`config.mk`:
```
export PLATFORM = sky130hd
export DESIGN_NAME = ivam_top
export DESIGN_NICKNAME = d
export VERILOG_FILES = /design/src/rtl/ivam_pick.v /design/src/rtl/ivam_top.v
export VERILOG_INCLUDE_DIRS = /design/src /design/src/rtl
export SDC_FILE = /design/constraint.sdc
export NUM_CORES = 1
export LEC_CHECK = 0
export ABC_AREA = 1
export BUFFER_PORTS_ARGS = -buffer_cell sky130_fd_sc_hd__clkbuf_2
export CORE_MARGIN = 4
export CORE_UTILIZATION = 35
export CTS_CLUSTER_DIAMETER = 100
export DETAILED_ROUTE_END_ITERATION = 16
export PLACE_DENSITY_LB_ADDON = 0.08
export SLEW_MARGIN = 25
export SYNTH_ARGS = -nofsm -noshare
export SYNTH_HDL_FRONTEND = slang
export SYNTH_HIERARCHICAL = 1
export SYNTH_SLANG_ARGS = --single-unit
```
`constraint.sdc`:
```
create_clock -name core_clk_i -period 4 [get_ports core_clk_i]
set_input_delay 0.8 -clock core_clk_i [delete_from_list [all_inputs] [get_ports core_clk_i]]
set_output_delay 0.8 -clock core_clk_i [all_outputs]
set_load 0.005 [all_outputs]
```
`src/rtl/ivam_map.vh`:
```
// Purpose: constants for the interrupt vector address map
// Assumes: word addresses into program memory, 16 bits wide
// Notes:   vector addresses are offsets from the table base
`ifndef IVAM_MAP_VH
`define IVAM_MAP_VH
`define IVAM_ADDR_W        16
`define IVAM_SRC_N         30
`define IVAM_RESET_VEC     16'h0000
`define IVAM_VEC_FIRST     16'h0002
`define IVAM_VEC_STEP      16'h0002
`define IVAM_VEC_LAST      16'h003C
`define IVAM_BOOT_TBL_OFS  16'h0002
`define IVAM_CHG_CYCLES    3'h4
`define IVAM_BOOT_RST_DEF  16'h0C00
`define IVAM_VEC_CMP0        16'h0002
`define IVAM_VEC_CMP1        16'h0004
`define IVAM_VEC_CMP2        16'h0006
`define IVAM_VEC_CMP3        16'h0008
`define IVAM_VEC_STAGE_FAULT 16'h000A
`define IVAM_VEC_STAGE_END   16'h000C
`define IVAM_VEC_EXT0        16'h000E
`define IVAM_VEC_EXT1        16'h0010
`define IVAM_VEC_EXT2        16'h0012
`define IVAM_VEC_EXT3        16'h0014
`define IVAM_VEC_T16_CAPT    16'h0016
`define IVAM_VEC_T16_CMPA    16'h0018
`define IVAM_VEC_T16_CMPB    16'h001A
`define IVAM_VEC_T16_OVF     16'h001C
`define IVAM_VEC_T8_CMPA     16'h001E
`define IVAM_VEC_T8_CMPB     16'h0020
`define IVAM_VEC_T8_OVF      16'h0022
`define IVAM_VEC_CAN_GEN     16'h0024
`define IVAM_VEC_CAN_OVF     16'h0026
`define IVAM_VEC_LIN_DONE    16'h0028
`define IVAM_VEC_LIN_ERR     16'h002A
`define IVAM_VEC_PCHG0       16'h002C
`define IVAM_VEC_PCHG1       16'h002E
`define IVAM_VEC_PCHG2       16'h0030
`define IVAM_VEC_PCHG3       16'h0032
`define IVAM_VEC_SPI_DONE    16'h0034
`define IVAM_VEC_ADC_DONE    16'h0036
`define IVAM_VEC_WDOG        16'h0038
`define IVAM_VEC_EE_RDY      16'h003A
`define IVAM_VEC_STORE_RDY   16'h003C
`endif

```
`src/rtl/ivam_pick.v`:
```
// Purpose: lowest-numbered pending source finder
// Assumes: req_i already gated with the global enable
// Notes:   purely combinational, registered by the parent
`timescale 1ns/1ps
`default_nettype none
`include "ivam_map.vh"
module ivam_pick (
   input  wire [`IVAM_SRC_N-1:0] req_i,
   output reg                    any_o,
   output reg  [4:0]             idx_o
);
   integer i;
   always @* begin
      any_o = 1'b0;
      idx_o = 5'h0;
      // scan from the top so the lowest index is written last
      for (i = `IVAM_SRC_N-1; i >= 0; i = i - 1) begin
         if (req_i[i]) begin
            any_o = 1'b1;
            idx_o = i[4:0];
         end
      end
   end
endmodule // ivam_pick
`default_nettype wire

```
`src/rtl/ivam_top.v`:
```
// Purpose: reset and interrupt vector address generation for the fetch unit
// Assumes: core writes the control byte through ctl_wr_i, one cycle per write
// Notes:   source bit n maps to vector n+2 (address 2n+2)
`timescale 1ns/1ps
`default_nettype none
`include "ivam_map.vh"
module ivam_top (
   input  wire                    core_clk_i,
   input  wire                    rst_n_i,
   input  wire                    boot_reset_fuse_i,
   input  wire [`IVAM_ADDR_W-1:0] boot_reset_addr_i,
   input  wire                    ctl_wr_i,
   input  wire                    ctl_vector_table_select_i,
   input  wire                    ctl_vector_change_enable_i,
   input  wire [`IVAM_SRC_N-1:0]  irq_req_i,
   input  wire                    global_irq_en_i,
   input  wire                    irq_ack_i,
   output reg                     reset_jump_o,
   output reg                     irq_valid_o,
   output reg  [4:0]              irq_idx_o,
   output reg  [`IVAM_ADDR_W-1:0] jump_addr_o,
   output reg                     vector_table_select_o,
   output reg                     vector_change_enable_o,
   output reg                     irq_blocked_o
);
   // ----------------------------------------------------------------
   // control byte: select and timed change enable
   // ----------------------------------------------------------------
   reg  [2:0] chg_cnt;
   reg        after_sel_wr;
   wire       sel_write = ctl_wr_i & vector_change_enable_o & ~ctl_vector_change_enable_i;
   always @(posedge core_clk_i) begin
      if (!rst_n_i) begin
         vector_table_select_o  <= 1'b0;
         vector_change_enable_o <= 1'b0;
         chg_cnt                <= 3'h0;
         after_sel_wr           <= 1'b0;
      end else begin
         after_sel_wr <= 1'b0;
         if (ctl_wr_i && ctl_vector_change_enable_i) begin
            // writing one restarts the window; select is not changed by it
            vector_change_enable_o <= 1'b1;
            chg_cnt                <= `IVAM_CHG_CYCLES;
         end else if (sel_write) begin
            vector_table_select_o  <= ctl_vector_table_select_i;
            vector_change_enable_o <= 1'b0;
            chg_cnt                <= 3'h0;
            // interrupts stay off for the instruction after the write
            after_sel_wr           <= 1'b1;
         end else if (vector_change_enable_o) begin
            if (chg_cnt == 3'h1) begin
               vector_change_enable_o <= 1'b0;
            end
            chg_cnt <= chg_cnt - 3'h1;
         end
      end
   end
   wire blocked = vector_change_enable_o | after_sel_wr |
                  (ctl_wr_i & ctl_vector_change_enable_i);

   // ----------------------------------------------------------------
   // fuse capture after reset release
   // ----------------------------------------------------------------
   reg                    in_reset;
   reg                    fuse_prog;
   reg [`IVAM_ADDR_W-1:0] boot_addr;
   always @(posedge core_clk_i) begin
      if (!rst_n_i) begin
         in_reset  <= 1'b1;
         fuse_prog <= 1'b0;
         boot_addr <= `IVAM_BOOT_RST_DEF;
      end else begin
         in_reset <= 1'b0;
         if (in_reset) begin
            fuse_prog <= ~boot_reset_fuse_i;  // fuse reads 0 when programmed
            boot_addr <= boot_reset_addr_i;
         end
      end
   end

   // ----------------------------------------------------------------
   // vector selection
   // ----------------------------------------------------------------
   wire                    any;
   wire [4:0]              idx;
   wire [`IVAM_SRC_N-1:0]  gated = irq_req_i & {`IVAM_SRC_N{global_irq_en_i}};
   ivam_pick u_pick (
      .req_i (gated),
      .any_o (any),
      .idx_o (idx)
   );

   // ----------------------------------------------------------------
   // vector table: one entry per source, offset from the table base
   // ----------------------------------------------------------------
   reg [`IVAM_ADDR_W-1:0] tbl_ofs;
   always @* begin
      tbl_ofs = `IVAM_VEC_FIRST;
      case (idx)
         5'h00: tbl_ofs = `IVAM_VEC_CMP0;
         5'h01: tbl_ofs = `IVAM_VEC_CMP1;
         5'h02: tbl_ofs = `IVAM_VEC_CMP2;
         5'h03: tbl_ofs = `IVAM_VEC_CMP3;
         5'h04: tbl_ofs = `IVAM_VEC_STAGE_FAULT;
         5'h05: tbl_ofs = `IVAM_VEC_STAGE_END;
         5'h06: tbl_ofs = `IVAM_VEC_EXT0;
         5'h07: tbl_ofs = `IVAM_VEC_EXT1;
         5'h08: tbl_ofs = `IVAM_VEC_EXT2;
         5'h09: tbl_ofs = `IVAM_VEC_EXT3;
         5'h0A: tbl_ofs = `IVAM_VEC_T16_CAPT;
         5'h0B: tbl_ofs = `IVAM_VEC_T16_CMPA;
         5'h0C: tbl_ofs = `IVAM_VEC_T16_CMPB;
         5'h0D: tbl_ofs = `IVAM_VEC_T16_OVF;
         5'h0E: tbl_ofs = `IVAM_VEC_T8_CMPA;
         5'h0F: tbl_ofs = `IVAM_VEC_T8_CMPB;
         5'h10: tbl_ofs = `IVAM_VEC_T8_OVF;
         5'h11: tbl_ofs = `IVAM_VEC_CAN_GEN;
         5'h12: tbl_ofs = `IVAM_VEC_CAN_OVF;
         5'h13: tbl_ofs = `IVAM_VEC_LIN_DONE;
         5'h14: tbl_ofs = `IVAM_VEC_LIN_ERR;
         5'h15: tbl_ofs = `IVAM_VEC_PCHG0;
         5'h16: tbl_ofs = `IVAM_VEC_PCHG1;
         5'h17: tbl_ofs = `IVAM_VEC_PCHG2;
         5'h18: tbl_ofs = `IVAM_VEC_PCHG3;
         5'h19: tbl_ofs = `IVAM_VEC_SPI_DONE;
         5'h1A: tbl_ofs = `IVAM_VEC_ADC_DONE;
         5'h1B: tbl_ofs = `IVAM_VEC_WDOG;
         5'h1C: tbl_ofs = `IVAM_VEC_EE_RDY;
         5'h1D: tbl_ofs = `IVAM_VEC_STORE_RDY;
         // the finder never reports an index above the last source
         default: tbl_ofs = `IVAM_VEC_FIRST;
      endcase
   end
   // boot table starts at the boot reset address itself, vectors sit above that base
   wire [`IVAM_ADDR_W-1:0] tbl_base =
      vector_table_select_o ? boot_addr : `IVAM_RESET_VEC;
   wire [`IVAM_ADDR_W-1:0] rst_addr =
      fuse_prog ? boot_addr : `IVAM_RESET_VEC;

   // ----------------------------------------------------------------
   // output registers
   // ----------------------------------------------------------------
   always @(posedge core_clk_i) begin
      if (!rst_n_i) begin
         reset_jump_o  <= 1'b0;
         irq_valid_o   <= 1'b0;
         irq_idx_o     <= 5'h0;
         jump_addr_o   <= `IVAM_RESET_VEC;
         irq_blocked_o <= 1'b0;
      end else begin
         irq_blocked_o <= blocked;
         reset_jump_o  <= in_reset;
         if (in_reset) begin
            // fuse is caught this edge, so use the pin value directly
            jump_addr_o <= boot_reset_fuse_i ? `IVAM_RESET_VEC : boot_reset_addr_i;
            irq_valid_o <= 1'b0;
         end else if (irq_valid_o) begin
            // offer stands until taken, then one idle cycle so the
            // source can drop its flag before it is looked at again
            irq_valid_o <= ~irq_ack_i;
         end else if (any && !blocked && !reset_jump_o) begin
            irq_valid_o <= 1'b1;
            irq_idx_o   <= idx;
            jump_addr_o <= tbl_base + tbl_ofs;
         end else begin
            irq_valid_o <= 1'b0;
            jump_addr_o <= rst_addr;
         end
      end
   end
endmodule // ivam_top
`default_nettype wire

```
; Word level (Yosys, flattened, before mapping)
; Memory sizes are Yosys's and may differ from the RTL's.
; Index checks and enable logic that the tools add are counted.
; Widths: inputs -> output; s select.
[classes]
add_sub_neg = 2
mul = 0
div_mod_pow = 0
order_cmp = 0
eq_ne = 2
shift = 0
muxes = 77
n_bitwise = 13
n_reduce_logical = 11
[op_table]
columns = operator, n
row1 = $mux 5, 30
row2 = $mux 16, 6
row3 = $mux 1, 38
row4 = $and 30x30->30, 1
row5 = $add 16x16->16, 1
row6 = $mux 3, 3
row7 = $not 1->1, 7
row8 = $reduce_or 2->1, 2
row9 = $and 1x1->1, 3
row10 = $eq 3x1->1 const B, 1
row11 = $logic_and 1x1->1, 3
row12 = $reduce_and 3->1, 1
row13 = $reduce_bool 3->1, 1
row14 = $reduce_or 3->1, 1
row15 = $sub 3x1->3 const B, 1
row16 = $logic_not 1->1, 2
row17 = $ne 2x1->1 const B, 1
row18 = $or 1x1->1, 2
row19 = $reduce_and 2->1, 1
[word_totals]
regBits = 48
latchBits = 0
ram_bits = 0
mem_bits_ro = 160
elab_cells = 119
n_memories = 1
[mem_list]
columns = memory, depth, width, read_ports, rd_ports_with_merged_regs, wr, line_no
row1 = (no name shown), 32, 5, 1, 0, 0, ivam_top.v:99  ; case (idx)

; Longest topological paths before layout
[depth]
word_depth = 36
mapped_depth = 48
depth_no_buf = 47

; Hierarchy
; The synthesis kept the hierarchy.
[by_module_without_submodules]
columns = mod, instances, cells_each, area_per_inst_um2, seq_area_each_um2
row1 = ivam_top, 1, 501, 3139.3, 960.9
row2 = ivam_pick, 1, 102, 414.1, 0.0

; Worst setup path after synthesis
; OpenSTA, ideal clock, no wires.
[synth_path]
path_kind = input port to flip-flop
from = input global_irq_en_i
to = register jump_addr_o[15]
setup_time_ns = 0.122
arrival_ns = 4.137
t_required_ns = 3.878
path_slack_ns = -0.259
path_stages = 44
n_path_buf = 1
cell_sequence = clkbuf_1 > nand2_1 > inv_1 > nand2_1 > nand2_1 > nand2_1 > nand2_1 > nand2_1 > nand2_1 > nand2_1 > nand2_1 > nand2_1 > nand2_1 > nand2_1 > nand2_1 > nand2_1 > nand2_1 > nand2_1 > [8 not listed] > nand2_1 > nand2_1 > nand2_1 > nand2_1 > a21oi_2 > ha_1 > nand2_1 > a211oi_1 > ha_1 > or2_2 > nand3_1 > nand2_2 > nand2_1 > nand2_1 > nand3_1 > nand2_1 > nand2_1 > a21oi_2
[synth_between]
elab_chain_cells = 36
[synth_rtl]
columns = element, line_no
row1 = "start, declared", ivam_top.v:16  ; input wire global_irq_en_i,
row2 = $and 30x30->30, ivam_top.v:86  ; wire [`IVAM_SRC_N-1:0] gated = irq_req_i & {`IVAM_SRC_N{global_irq_en_i}};
row3 = named net gated[29], ivam_top.v:86
row4 = $mux 5 (30 in a row), ivam_pick.v:18  ; if (req_i[i]) begin
row5 = named net idx[0], ivam_top.v:85  ; wire [4:0] idx;
row6 = $mem_v2 32x5, n/a
row7 = $add 16x16->16, ivam_top.v:164  ; jump_addr_o <= tbl_base + tbl_ofs;
row8 = $mux 16, ivam_top.v:161  ; end else if (any && !blocked && !reset_jump_o) begin
row9 = $mux 16, ivam_top.v:157  ; end else if (irq_valid_o) begin
row10 = $mux 16, ivam_top.v:153  ; if (in_reset) begin
row11 = "end signal, assigned", ivam_top.v:155  ; jump_addr_o <= boot_reset_fuse_i ? `IVAM_RESET_VEC : boot_reset_addr_i;
row12 = "end signal, assigned", ivam_top.v:164
row13 = "end signal, assigned", ivam_top.v:167  ; jump_addr_o <= rst_addr;
row14 = "end, declared", ivam_top.v:21  ; output reg [`IVAM_ADDR_W-1:0] jump_addr_o,
; The timed path passes the listed nets, and every way through them passes these cells. The select of a mux whose other input is x is not followed.
; A chain may end at the register's enable or synchronous reset.

; Final worst setup path
[layout_path]
from = input global_irq_en_i
to = register jump_addr_o[10]
[layout_lines]
columns = element, line_no
row1 = $and 30x30->30, ivam_top.v:86
row2 = named net gated[28], ivam_top.v:86
row3 = $mux 5 (29 in a row), ivam_pick.v:18
row4 = named net idx[0], ivam_top.v:85
row5 = $mem_v2 32x5, n/a
row6 = $add 16x16->16, ivam_top.v:164
row7 = $mux 16, ivam_top.v:161
row8 = $mux 16, ivam_top.v:157
row9 = $mux 16, ivam_top.v:153
; The timed path passes the listed nets, and every way through them passes these cells. The select of a mux whose other input is x is not followed.

==> results.toml <==
[power]
internal-power_mw = 0.823
p_per_area_nw_per_um2 = 261
p_seq_frac = 0.440
p_leak_nw = 2.55
power_mw = 1.20
clkPwrFrac = 0.313
p_sw_mw = 0.378
combinationalPowerShare = 0.247
peakVddDrop_uv = 178
swShare = 0.315

[setup_path]
cp.required_ns = 4.24
crit_fanout = 8
criticalPathCategory = "in -> reg"
end_kind = "flop"
worstReg2RegStart = "vector_table_select_o"
cpMostUsedCell = "nand2_1"
rr_worst_depth = 14
start_kind = "input port"
cp.arrival_ns = 4.22
crit_path_max_incr_delay_ns = 0.37
cp_slowest_cell = "ha_2"
r2r_end = "jump_addr_o[11]"
rrSetupSlack_ns = 1.78

[clock_tree]
cts_buffer_depth = 2
clk_latency_ns = 0.31
cts.sinks = 48
root_buffer = "clkbuf_8"
numCtsBuffers = 5
cts_tree = "built"
cts.clk_slew.worst_paths_ns = 0.10
cts-htree-levels = 2

[layout]
stdcell_area_sq_um = 4600
antenna_cells = 0
layout.cells.non_filler = 840
final_cell_mix = "150 x nand2_1, 129 x inv_1, 77 x clkbuf_2, 48 x dfxtp_1, 47 x nor2_1"
layout_commonest_cell = "nand2_1"
syn_to_final_growth_pct = 29.4
final_layout_size_suffix_gt1_frac = 0.273
nets = 772

[die]
chipHeight_um = 109
io_pins = 80
die-width_um = 109
dieArea_sq_um = 11800
core_area_sq_um = 9820
initial_core_util = 0.362
std_cell_rows = 36

[sta]
rsz0062_at_grt = "true"
setup_viol = 0
slew_headroom = 0.582
skew_ns = 0.00739
finalHoldViolations = 0
maxSlewViolCount = 0
fin_crit_sh = 0.994
post-route-min-period_ns = 3.97
worst_pin_slew_ns = 0.625
fmax_mhz = 252

[hold_path]
min_path_type = "reg -> reg"
hold_end = "chg_cnt[1]"
hold_depth = 2
hold_start = "chg_cnt[1]"

[detailed_routing]
vias = 3880
drt_iter0_drc = 165
firstDrtPassIters = 4
route.detailed.drc = 0
wl_per_cell_um = 12.1
wl_mm = 10.2
final_antenna_net_count = 0
viasPerCell = 4.62

[grt]
grt_pass1_vias = 3654
grt_pass1_wl_mm = 16.6
grt_max_degree = 33
antenna_found_initial = 0
globalRouteTotalUtil = 0.173
grt.overflow.total = 0

[placement]
dpl.cell_count = 832
placed_area_sq_um = 4310
numPortBuffers = 79
routabilityCongestion = 0.839
hpwlAfterDp_mm = 7.65

[yosys]
synthTopCellsByArea = "dfxtp_1 27%, nand2_1 17%, inv_1 14%, o21ai_0 6.6%, nand3_1 5.8%"
synth.distinct_cells = 34
synth_nets = 669
synthFlopType = "dfxtp_1"
synth-seq-cells = 48
synth_area_leader_cell = "dfxtp_1"
synth_edf_count = 0
synthCells = 603
synth_area_sq_um = 3550
async_reset_ff_frac = 0
syn_avg_cell_area_sq_um = 5.89
synth_seq_area_share = 0.270
ys_warn_count = 6
synth_top_area_share = 0.270

[flow_run]
cap_violations = 0

[run_status]
status = "finished clean"
-- layout make-up --
type / count / area [sq um]
repair buffers: 113 / 672
clock buffers: 5 / 68.8
well taps: 133 / 166
clock inverters: 3 / 46.3
inverters: 139 / 522
fillers: 1080 / 5220
flip-flops and latches: 48 / 961
multi-input cells: 399 / 2160
-- flip-flops by register name (all words and copies together) (netlist names) --
| name | flops |
|---|---|
| irq_idx_o | 5 |
| reset_jump_o | 1 |
| in_reset | 1 |
| chg_cnt | 3 |
| vector_table_select_o | 1 |
| after_sel_wr | 1 |
| fuse_prog | 1 |
| boot_addr | 16 |
| irq_blocked_o | 1 |
| jump_addr_o | 16 |
| irq_valid_o | 1 |
| vector_change_enable_o | 1 |
-- cell families (layout without fill, tap and decap cells) --
logic type / after synthesis / after routing / share of synthesized area
compound gates: 103 / 103 / 0.160
xor+xnor: 3 / 3 / 0.00740
fa+ha+maj: 12 / 12 / 0.0444
buf+inv: 156 / 260 / 0.177
flops: 48 / 48 / 0.270
mux: 1 / 1 / 0.00282
simple gates: 280 / 280 / 0.338
-- worst max-delay path, delay by kind of cell --
| family | cells | cell delay (ns) |
|---|---|---|
| simple gates | 38 | 2.11 |
| compound gates | 3 | 0.43 |
| buf+inv | 4 | 0.25 |
| fa+ha+maj | 2 | 0.59 |
-- worst max path at each step --
stage	from	slack (ns)	end	depth (start not counted)
floorplan	global_irq_en_i	-0.005	jump_addr_o[15]	46
global placement	global_irq_en_i	-0.34	jump_addr_o[11]	44
detailed placement	global_irq_en_i	-0.43	jump_addr_o[11]	44
CTS	global_irq_en_i	0.0008	jump_addr_o[11]	44
global route	global_irq_en_i	-0.41	jump_addr_o[10]	47
finish	global_irq_en_i	0.03	jump_addr_o[10]	47
-- power groups by stage --
stage / combinational, mW / clock (mW) / sequential [mW]
2_1_floorplan: 0.177 / 0 / 0.536
3_3_place_gp: 0.279 / 0 / 0.539
3_5_place_dp: 0.281 / 0 / 0.540
4_1_cts: 0.285 / 0.388 / 0.529
5_1_grt: 0.339 / 0.404 / 0.533
6_report: 0.297 / 0.376 / 0.529
-- synthesized netlist by cell type (3+ instances only) --
cell	instances
o22ai_1	13
inv_2	7
nor4_1	3
a21oi_2	4
nand3_1	41
o21ai_0	47
nor2_2	9
nand2_1	161
nand2_4	3
dfxtp_1	48
nand2_2	4
inv_1	132
nor2_1	49
buf_4	3
a21oi_1	29
ha_1	11
nor3_1	3
clkbuf_1	9
nand3_2	4
-- routing by layer --
layer	vias up	global-route usage	part of all wire
met4	0	0.0442	0.012
li1	2070	-	-
met3	6	0.0189	0.035
met5	-	0	0
met2	58	0.308	0.48
met1	1746	0.223	0.47
-- through the flow --
stage,hold slack (ns),util,setup WS (ns),TNS (ns)
floorplan,0.438,-,-0.00521,-0.00875
global placement,0.451,0.439,-0.344,-4.05
detailed placement,0.455,0.439,-0.426,-4.88
CTS,0.470,0.454,0.000800,0
global route,0.515,0.468,-0.406,-4.13
finish,0.470,0.468,0.0252,0
-- what timing repair did --
| action | 4_1_cts | 5_1_grt |
|---|---|---|
| setup buffers | 0 | 0 |
| gates resized for setup | 6 | 37 |
| pin swaps | 6 | 23 |
| setup endpoints to repair | 12 | 14 |
| hold buffers | 0 | 0 |
Power figures use the tool's default switching activity.
